File: src/shared/sram_tap_pkg.sv
package sram_tap_pkg;
	// ==========================================
	// sizes
	localparam int IR_W = 3;
	localparam int ID_W = 32;
	localparam int BSR_LEN = 109;
	localparam int BSR_W = 7;
	localparam logic [BSR_W-1:0] BSR_OE_BIT = 7'h6C;
	localparam logic [BSR_LEN-1:0] BSR_HOLD_RST = {1'h1, 108'h0};
	// value is arbitrary; lsb of an id code is always one
	localparam logic [ID_W-1:0] ID_VALUE = 32'h0A5C_3001;
	localparam logic [1:0] IR_CAP_LOW = 2'h1;
	localparam logic [2:0] TMS_RST_CNT = 3'h5;

	// ==========================================
	// instruction codes
	localparam logic [IR_W-1:0] INS_EXTEST = 3'h0;
	localparam logic [IR_W-1:0] INS_IDCODE = 3'h1;
	localparam logic [IR_W-1:0] INS_SAMPLE_Z = 3'h2;
	localparam logic [IR_W-1:0] INS_SAMPLE_PRE = 3'h4;
	localparam logic [IR_W-1:0] INS_BYPASS = 3'h7;

	// ==========================================
	// port states
	typedef enum logic [15:0] {
		ST_TLR = 16'h0001,
		ST_RTI = 16'h0002,
		ST_SEL_DR = 16'h0004,
		ST_CAP_DR = 16'h0008,
		ST_SH_DR = 16'h0010,
		ST_EX1_DR = 16'h0020,
		ST_PAU_DR = 16'h0040,
		ST_EX2_DR = 16'h0080,
		ST_UPD_DR = 16'h0100,
		ST_SEL_IR = 16'h0200,
		ST_CAP_IR = 16'h0400,
		ST_SH_IR = 16'h0800,
		ST_EX1_IR = 16'h1000,
		ST_PAU_IR = 16'h2000,
		ST_EX2_IR = 16'h4000,
		ST_UPD_IR = 16'h8000
	} tap_state_e;
endpackage : sram_tap_pkg

File: src/rtl/sram_tap.sv
// Functional notes
// - sample on test clock rise, drive on fall
// - mode select steers state machine; pulled high
// - serial data enters msb of selected register
// - output shows lsb, changes on falling edge
// - output driven only in shift states
// - five high mode selects force reset state
// - port reset leaves memory operation undisturbed
// - power up resets port, output floats
// - one register in path, chosen by instruction
// - three-bit instruction register, shifted serially
// - identification instruction after reset
// - capture-IR loads 01 into low bits
// - one-bit bypass, cleared at capture-DR when selected
// - capture-DR loads pin ring, shift-DR shifts
// - three boundary instructions capture pin ring
// - boundary chain includes unconnected position cells
// - identification capture loads hardwired 32-bit value
// - new instruction acts at update-IR only
// - bit 108 enables data outputs under extest
`timescale 1ns/1ps
`default_nettype none
module sram_tap (
	input wire logic i_sys_clk,
	input wire logic i_rst,
	input wire logic i_tck,
	input wire logic i_tms,
	input wire logic i_tdi,
	input wire logic [sram_tap_pkg::BSR_LEN-1:0] i_pin_ring,
	output logic o_tdo,
	output logic o_tdo_oe_n,
	output logic o_q_out_en,
	output logic o_extest,
	output logic [sram_tap_pkg::BSR_LEN-1:0] o_bsr_hold
);
	import sram_tap_pkg::*;

	// ==========================================
	// pin synchronisers; mode and data take two stages, the test clock a third
	// for edge detection, so the sampled mode and data stay aligned with the clock edge
	logic tck_s1_r, tck_s2_r, tck_s3_r;
	logic tms_s1_r, tms_s2_r;
	logic tdi_s1_r, tdi_s2_r;
	always_ff @(posedge i_sys_clk) begin
		tck_s1_r <= i_tck;
		tck_s2_r <= tck_s1_r;
		tck_s3_r <= tck_s2_r;
		tms_s1_r <= i_tms;
		tms_s2_r <= tms_s1_r;
		tdi_s1_r <= i_tdi;
		tdi_s2_r <= tdi_s1_r;
	end
	wire tck_rise = tck_s2_r & ~tck_s3_r;
	wire tck_fall = ~tck_s2_r & tck_s3_r;

	// ==========================================
	// state machine
	tap_state_e state_r, state_nxt;
	always_comb begin
		case (state_r)
			ST_TLR: state_nxt = tms_s2_r ? ST_TLR : ST_RTI;
			ST_RTI: state_nxt = tms_s2_r ? ST_SEL_DR : ST_RTI;
			ST_SEL_DR: state_nxt = tms_s2_r ? ST_SEL_IR : ST_CAP_DR;
			ST_CAP_DR: state_nxt = tms_s2_r ? ST_EX1_DR : ST_SH_DR;
			ST_SH_DR: state_nxt = tms_s2_r ? ST_EX1_DR : ST_SH_DR;
			ST_EX1_DR: state_nxt = tms_s2_r ? ST_UPD_DR : ST_PAU_DR;
			ST_PAU_DR: state_nxt = tms_s2_r ? ST_EX2_DR : ST_PAU_DR;
			ST_EX2_DR: state_nxt = tms_s2_r ? ST_UPD_DR : ST_SH_DR;
			ST_UPD_DR: state_nxt = tms_s2_r ? ST_SEL_DR : ST_RTI;
			ST_SEL_IR: state_nxt = tms_s2_r ? ST_TLR : ST_CAP_IR;
			ST_CAP_IR: state_nxt = tms_s2_r ? ST_EX1_IR : ST_SH_IR;
			ST_SH_IR: state_nxt = tms_s2_r ? ST_EX1_IR : ST_SH_IR;
			ST_EX1_IR: state_nxt = tms_s2_r ? ST_UPD_IR : ST_PAU_IR;
			ST_PAU_IR: state_nxt = tms_s2_r ? ST_EX2_IR : ST_PAU_IR;
			ST_EX2_IR: state_nxt = tms_s2_r ? ST_UPD_IR : ST_SH_IR;
			ST_UPD_IR: state_nxt = tms_s2_r ? ST_SEL_DR : ST_RTI;
			default: state_nxt = ST_TLR;
		endcase
	end

	// ==========================================
	// decode
	logic [IR_W-1:0] ir_r, ir_sh_r;
	logic bypass_r;
	logic [BSR_LEN-1:0] bsr_sh_r, bsr_hold_r;
	logic [ID_W-1:0] id_sh_r;

	wire go_tlr = tck_rise & (state_nxt == ST_TLR);
	wire in_shift = (state_r == ST_SH_DR) | (state_r == ST_SH_IR);
	wire sel_id = (ir_r == INS_IDCODE);
	wire sel_bsr = (ir_r == INS_EXTEST) | (ir_r == INS_SAMPLE_Z) | (ir_r == INS_SAMPLE_PRE);
	// reserved codes fall back to bypass so the chain stays intact
	wire sel_byp = ~sel_id & ~sel_bsr;
	wire is_ext = (ir_r == INS_EXTEST);
	wire dr_lsb = sel_id ? id_sh_r[0] : (sel_bsr ? bsr_sh_r[0] : bypass_r);
	wire tdo_nxt = (state_r == ST_SH_IR) ? ir_sh_r[0] : dr_lsb;
	wire cap_dr = tck_rise & (state_r == ST_CAP_DR);
	wire sh_dr = tck_rise & (state_r == ST_SH_DR);
	wire upd_dr = tck_rise & (state_r == ST_UPD_DR);
	// sample z floats the data outputs; extest takes bit 108; others leave memory alone
	wire q_en_nxt = is_ext ? bsr_hold_r[BSR_OE_BIT] : (ir_r != INS_SAMPLE_Z);

	// ==========================================
	// state and instruction; i_rst stands in for power up
	always_ff @(posedge i_sys_clk) begin
		if (i_rst) begin
			state_r <= ST_TLR;
			ir_r <= INS_IDCODE;
		end else if (tck_rise) begin
			state_r <= state_nxt;
			if (state_nxt == ST_TLR)
				ir_r <= INS_IDCODE;
			else if (state_r == ST_UPD_IR)
				ir_r <= ir_sh_r;
		end
	end

	always_ff @(posedge i_sys_clk) begin
		if (i_rst)
			ir_sh_r <= INS_IDCODE;
		else if (tck_rise && state_r == ST_CAP_IR)
			ir_sh_r <= {1'h0, IR_CAP_LOW};
		else if (tck_rise && state_r == ST_SH_IR)
			ir_sh_r <= {tdi_s2_r, ir_sh_r[IR_W-1:1]};
	end

	// ==========================================
	// data registers
	always_ff @(posedge i_sys_clk) begin
		if (i_rst)
			bypass_r <= 1'h0;
		else if (cap_dr && sel_byp)
			bypass_r <= 1'h0;
		else if (sh_dr && sel_byp)
			bypass_r <= tdi_s2_r;
	end

	always_ff @(posedge i_sys_clk) begin
		if (i_rst)
			id_sh_r <= ID_VALUE;
		else if (cap_dr && sel_id)
			id_sh_r <= ID_VALUE;
		else if (sh_dr && sel_id)
			id_sh_r <= {tdi_s2_r, id_sh_r[ID_W-1:1]};
	end

	// chain covers the real pins and the unconnected positions alike
	always_ff @(posedge i_sys_clk) begin
		if (i_rst)
			bsr_sh_r <= '0;
		else if (cap_dr && sel_bsr)
			bsr_sh_r <= i_pin_ring;
		else if (sh_dr && sel_bsr)
			bsr_sh_r <= {tdi_s2_r, bsr_sh_r[BSR_LEN-1:1]};
	end

	always_ff @(posedge i_sys_clk) begin
		if (i_rst || go_tlr)
			bsr_hold_r <= BSR_HOLD_RST;
		else if (upd_dr && (is_ext || ir_r == INS_SAMPLE_PRE))
			bsr_hold_r <= bsr_sh_r;
	end

	// ==========================================
	// outputs; the pin ring is sampled, so a sram clock that
	// is moving during capture may read back either level
	always_ff @(posedge i_sys_clk) begin
		if (i_rst) begin
			o_tdo <= 1'h0;
			o_tdo_oe_n <= 1'h1;
		end else if (tck_fall) begin
			o_tdo <= tdo_nxt;
			o_tdo_oe_n <= ~in_shift;
		end
	end

	always_ff @(posedge i_sys_clk) begin
		if (i_rst) begin
			o_q_out_en <= 1'h1;
			o_extest <= 1'h0;
		end else begin
			o_q_out_en <= q_en_nxt;
			o_extest <= is_ext;
		end
	end
	assign o_bsr_hold = bsr_hold_r;

	// ==========================================
	// checks
	logic [2:0] tms_cnt_r;
	always_ff @(posedge i_sys_clk) begin
		if (i_rst)
			tms_cnt_r <= 3'h0;
		else if (tck_rise)
			tms_cnt_r <= !tms_s2_r ? 3'h0 : (tms_cnt_r == TMS_RST_CNT ? tms_cnt_r : tms_cnt_r + 3'h1);
	end

	wire ir_load_ok = tck_rise & ((state_r == ST_UPD_IR) | (state_nxt == ST_TLR));

	// sample z never loads the preload latches at update-dr, so the outputs stay put
	wire hold_ins = is_ext | (ir_r == INS_SAMPLE_PRE);
endmodule : sram_tap
`default_nettype wire

File: config.mk
export PLATFORM = sky130hd
export DESIGN_NAME = sram_tap
export DESIGN_NICKNAME = d
export VERILOG_FILES = /design/src/shared/sram_tap_pkg.sv /design/src/rtl/sram_tap.sv
export SDC_FILE = /design/constraint.sdc
export NUM_CORES = 1
export LEC_CHECK = 0
export ABC_AREA = 1
export BUFFER_PORTS_ARGS = -buffer_cell sky130_fd_sc_hd__buf_2
export CAP_MARGIN = 20
export CORE_ASPECT_RATIO = 2
export CORE_MARGIN = 2
export CORE_UTILIZATION = 25
export CTS_BUF_LIST = sky130_fd_sc_hd__clkbuf_8
export CTS_CLUSTER_DIAMETER = 40
export DETAILED_ROUTE_END_ITERATION = 7
export GPL_TIMING_DRIVEN = 1
export PLACE_DENSITY = 0.53
export SETUP_SLACK_MARGIN = 0.05
export SYNTH_ARGS = -nofsm -noshare
export SYNTH_HDL_FRONTEND = slang
export SYNTH_SLANG_ARGS = --single-unit
export TNS_END_PERCENT = 100
File: constraint.sdc
create_clock -name i_sys_clk -period 5.15 [get_ports i_sys_clk]
set_input_delay 0.515 -clock i_sys_clk [delete_from_list [all_inputs] [get_ports i_sys_clk]]
set_output_delay 0.515 -clock i_sys_clk [all_outputs]
set_load 0.005 [all_outputs]
After elaboration in Yosys (flattened, before gate mapping)
Index checks and enable logic that the tools add are counted.

word-level totals
  output and inout bits = 113
  input bits = 114
  bits in registers = 284

cells by class
  mux-type cells = 21
  eq/ne operators = 21
  reduce and logical (&&, ||, !) cells = 21
  bitwise gates (word level) = 15

operator list
  cell                                                                number
  109-bit 2-to-1 mux                                                  2
  16-bit case mux with 12 select lines                                1
  16-bit by 1-bit == test with 1-bit output (second input constant)   2
  16-bit 2-to-1 mux                                                   2
  9-bit 2-to-1 mux                                                    2
  16-bit by 10-bit == test with 1-bit output (second input constant)  1
  16-bit by 11-bit == test with 1-bit output (second input constant)  1
  16-bit by 12-bit == test with 1-bit output (second input constant)  1
  16-bit by 13-bit == test with 1-bit output (second input constant)  1
  16-bit by 14-bit == test with 1-bit output (second input constant)  1
  16-bit by 15-bit == test with 1-bit output (second input constant)  1
  16-bit == test (second input constant)                              1
  16-bit by 2-bit == test with 1-bit output (second input constant)   1
  16-bit by 3-bit == test with 1-bit output (second input constant)   1
  16-bit by 4-bit == test with 1-bit output (second input constant)   1
  16-bit by 5-bit == test with 1-bit output (second input constant)   1
  16-bit by 6-bit == test with 1-bit output (second input constant)   1
  16-bit by 7-bit == test with 1-bit output (second input constant)   1
  16-bit by 8-bit == test with 1-bit output (second input constant)   1
  16-bit by 9-bit == test with 1-bit output (second input constant)   1
  15-bit 2-to-1 mux                                                   1
  13-bit 2-to-1 mux                                                   1
  11-bit 2-to-1 mux                                                   1
  10-bit 2-to-1 mux                                                   1
  other kinds (19)                                                    50

Logic depth before layout (Yosys ltp)
  depth in word-level cells = 7
  depth in mapped cells = 15
  depth with buffers taken out = 13

Worst setup path before layout
OpenSTA, ideal clock, no wires.

  path kind = register to register
  start point = register state_r[12]
  end point = register bsr_sh_r[69]
  arrival = 1679 ps
  period minus slack after synthesis = 1824 ps
  buffers on the path = 3
  cell stages (with the launch flop) = 11
  slack = 3326 ps
  cell sequence = dfxtp_1 -> nor2_4 -> nand2_4 -> nor2_8 -> buf_6 -> nand3_1 -> buf_2 -> clkbuf_1 -> or2_2 -> a21oi_1 -> a211oi_1

on the way
  longest elaborated chain between the ends = 4
  elaborated cells between the ends (all ways) = 8

RTL lines
  what                                                                                                           line                              source
  start: declaration                                                                                             sram_tap.sv:58                    tap_state_e state_r, state_nxt;
  start signal: assignment                                                                                       sram_tap.sv:110                   state_r <= state_nxt;
  16-bit by 4-bit == test with 1-bit output / 16-bit by 5-bit == test with 1-bit output (equally long branches)  sram_tap.sv:97, sram_tap.sv:98
  1-bit bitwise AND, on equally long branches                                                                    sram_tap.sv:97, sram_tap.sv:98
  1-bit logical AND, on equally long branches                                                                    sram_tap.sv:151, sram_tap.sv:153
  109-bit 2-to-1 mux / 2-bit nonzero test (equally long branches)                                                n/a
  end signal: assignment                                                                                         sram_tap.sv:152                   bsr_sh_r <= i_pin_ring;
  end signal: assignment                                                                                         sram_tap.sv:154                   bsr_sh_r <= {tdi_s2_r, bsr_sh_r[BSR_LEN-1:1]};
  end: declaration                                                                                               sram_tap.sv:85                    logic [BSR_LEN-1:0] bsr_sh_r, bsr_hold_r;

Parallel ways exist; a longest one is shown, timed or not.
A chain may end at the register's enable or synchronous reset.

Final worst setup path
  start point = register state_r[4]
  end point = register bsr_sh_r[66]

The elaborated chain is that of the path after synthesis.

==> reports/results.tsv <==
metric	value	unit
top_usage_layer	met2	
ys_ff_latch	284	
syn_area	0.0121	sq mm
gp_congestion	0.805	
grt_pass1_wl	56.3	mm
grt_pass1_vias	10600	
mostFrequentLayoutCell	dfxtp_1	
fin_crit	3230	ps
yosysSeqAreaShare	47.2	%
cts-root-buf	clkbuf_8	
critical_path_arrival	3650	ps
grt_antenna_before_repair	3	
ant_nets	0	
crit_family	simple AND/OR/NAND/NOR gates	
synth_cells	1578	
drt_iter0_drc	564	
path_buf_inv	1	
final_cell_mix	dfxtp_1 (284), nor2_1 (255), a21oi_1 (252), buf_2 (225), nand2_1 (181)	
fillers	5200	
multiInputGateArea	0.00531	sq mm
cp_slowest_cell	nand3_4	
via_per_inst	4.43	
firstDrtPassIters	4	
post_cts.repair.setup_buffers	0	
grt_overflow	0	
clkTransAtPathRegs	70	ps
cp-start-kind	flip-flop	
fin_tns_setup	0	ps
gr-usage-met3	2.42	%
irDropWorstVdd	188	uV
cts_made_buffers	46	
dp.cells	2339	
worstPathRequired	5570	ps
nets	1872	
cap_viol_max_count	0	
io_pins	227	
dpl_cell_area	0.0136	sq mm
worstSetupPathType	reg2reg	
grt_max_degree	87	
crit_path_max_fanout	86	
wire_per_inst	14.8	um
ys_types	34	
final_max_slew_viol_count	0	
finalSetupViolations	0	
clock-sinks	284	
htree_levels	2	
clk_latency	620	ps
crit_path_end_kind	flip-flop	
yosysWarnings	0	
regArea	0.00569	sq mm
rsz0062_at_grt	false	
fin_crit_sh	62.8	%
rows	113	
cts_tree	yes	
layout-drive-gt1-share	26.2	%
gr-usage-met2	25.4	%
finalHoldViolations	0	
hold_path.class	in2reg	
outcome	complete, no violations	
crit_chain	nor2_2 > nand2_2 > nor4_1 > nand2_1 > nand2_1 > nand3_4 > buf_12 > a21oi_1 > a211oi_1	
tightest_slew	1060	ps
use_met1	15.0	%
path_common_cell	nand2_1	
portBuffers	226	
final_area	0.0146	sq mm
p_leak	6.45	nW
routed_wl	35.9	mm
initial_core_util	25.4	%
die_x	159	um
drc_errors	0	
fin_skew	42.8	ps
power_density	310	mW/mm^2
crit_path_max_incr_delay	600	ps
synth_fp_nets	1692	
relSlewSlack	29.2	%
core	0.0475	sq mm
fin_cells	2428	
clockBufferDepth	3	
fmax	309	MHz
die_area	0.0501	sq mm
track_usage	14.0	%
hpwlAfterDp	23.9	mm
syn2layout_area_growth	21.5	%
avgSynthCellArea	7.64	sq um
die-height	315	um
vias	10800	
[registers in the layout, indices dropped and copies added (netlist names)]
register and count:
o_tdo_oe_n 1, tms_s1_r 1, bsr_sh_r 109, tms_s2_r 1, ir_sh_r 3, tck_s2_r 1, tck_s1_r 1, tdi_s2_r 1
tdi_s1_r 1, o_tdo 1, o_q_out_en 1, bypass_r 1, tck_s3_r 1, o_extest 1, state_r 16, ir_r 3
o_bsr_hold 109, id_sh_r 32
[layout make-up]
class,instances,area share [%]
tap,632,5.40
sequential,284,38.8
antenna,3,0.0513
timing repair buffer,242,8.70
inverter,152,3.91
clock inverter,20,0.949
clock buffer,63,5.92
multi-input combinational,1032,36.2
[power breakdown]
group / internal [W] / switching [W] / total [W] / leakage, nW
Clock: 0.00115 / 0.000990 / 0.00214 / 0.553
Combinational: 0.0000596 / 0.000124 / 0.000184 / 3.60
Sequential: 0.00221 / 0.0000106 / 0.00222 / 2.29
Total: 0.00342 / 0.00112 / 0.00454 / 6.45
[path summary, 6_finish.rpt]
path                                startpoint  cells past startpoint  slack [ps]           end
worst min register to register        tck_s1_r                      0         310      tck_s2_r
worst max register to register      state_r[4]                      9        1920  bsr_sh_r[66]
worst max-delay path                state_r[4]                      9        1920  bsr_sh_r[66]
worst min-delay path            i_pin_ring[88]                      4         300  bsr_sh_r[88]
[layer usage]
metal | wire length, um | vias up
li1 | - | 5493
met1 | 14200 | 4927
met2 | 18200 | 251
met3 | 1500 | 90
met4 | 2010 | 0
met5 | 0 | -
[cells in the mapped netlist (all sizes together)]
master	n	area share (%)
a21oi	253	11
and3	1	0.052
buf	44	2.3
o211a	1	0.083
a211oi	113	7.9
clkinv	1	0.031
clkbuf	66	2.1
inv	151	4.7
nor4	3	0.16
o211ai	1	0.062
nand3	32	1.5
nor2	276	9.3
dfxtp	284	47
a31oi	1	0.052
nand4	3	0.16
nor3	8	0.33
o21ai	38	1.6
o2111ai	3	0.22
or2	109	5.7
nand2	190	6.2
[tightest hold or removal path, delay by kind of cell]
family / cells / cell delay [ps]
AOI/OAI and AO/OA: 2 / 180
and+or+nand+nor: 1 / 90
buffers and inverters: 1 / 70
[metrics by stage]
stage | worst slack, ps | total power (W) | utilization, % | hold WS (ps)
2_1_floorplan | 3330 | 0.00237 | - | 310
3_3_place_gp | 1920 | 0.00245 | 28.6 | 313
3_5_place_dp | 1940 | 0.00245 | 28.6 | 312
4_1_cts | 1930 | 0.00464 | 30.8 | 232
5_1_grt | 1640 | 0.00473 | 30.8 | 281
6_report | 1920 | 0.00454 | 30.8 | 303
[cell families after synthesis]
family | synth area share [%]
AOI/OAI and AO/OA | 20.4
buffers and inverters | 9.10
DFF | 47.2
and+or+nand+nor | 23.4
[repair_timing]
action,4_1_cts,5_1_grt
hold endpoints to repair,3,0
hold buffers,3,0
gates resized for setup,0,0
No activity file was read; power rests on OpenSTA's default activity.
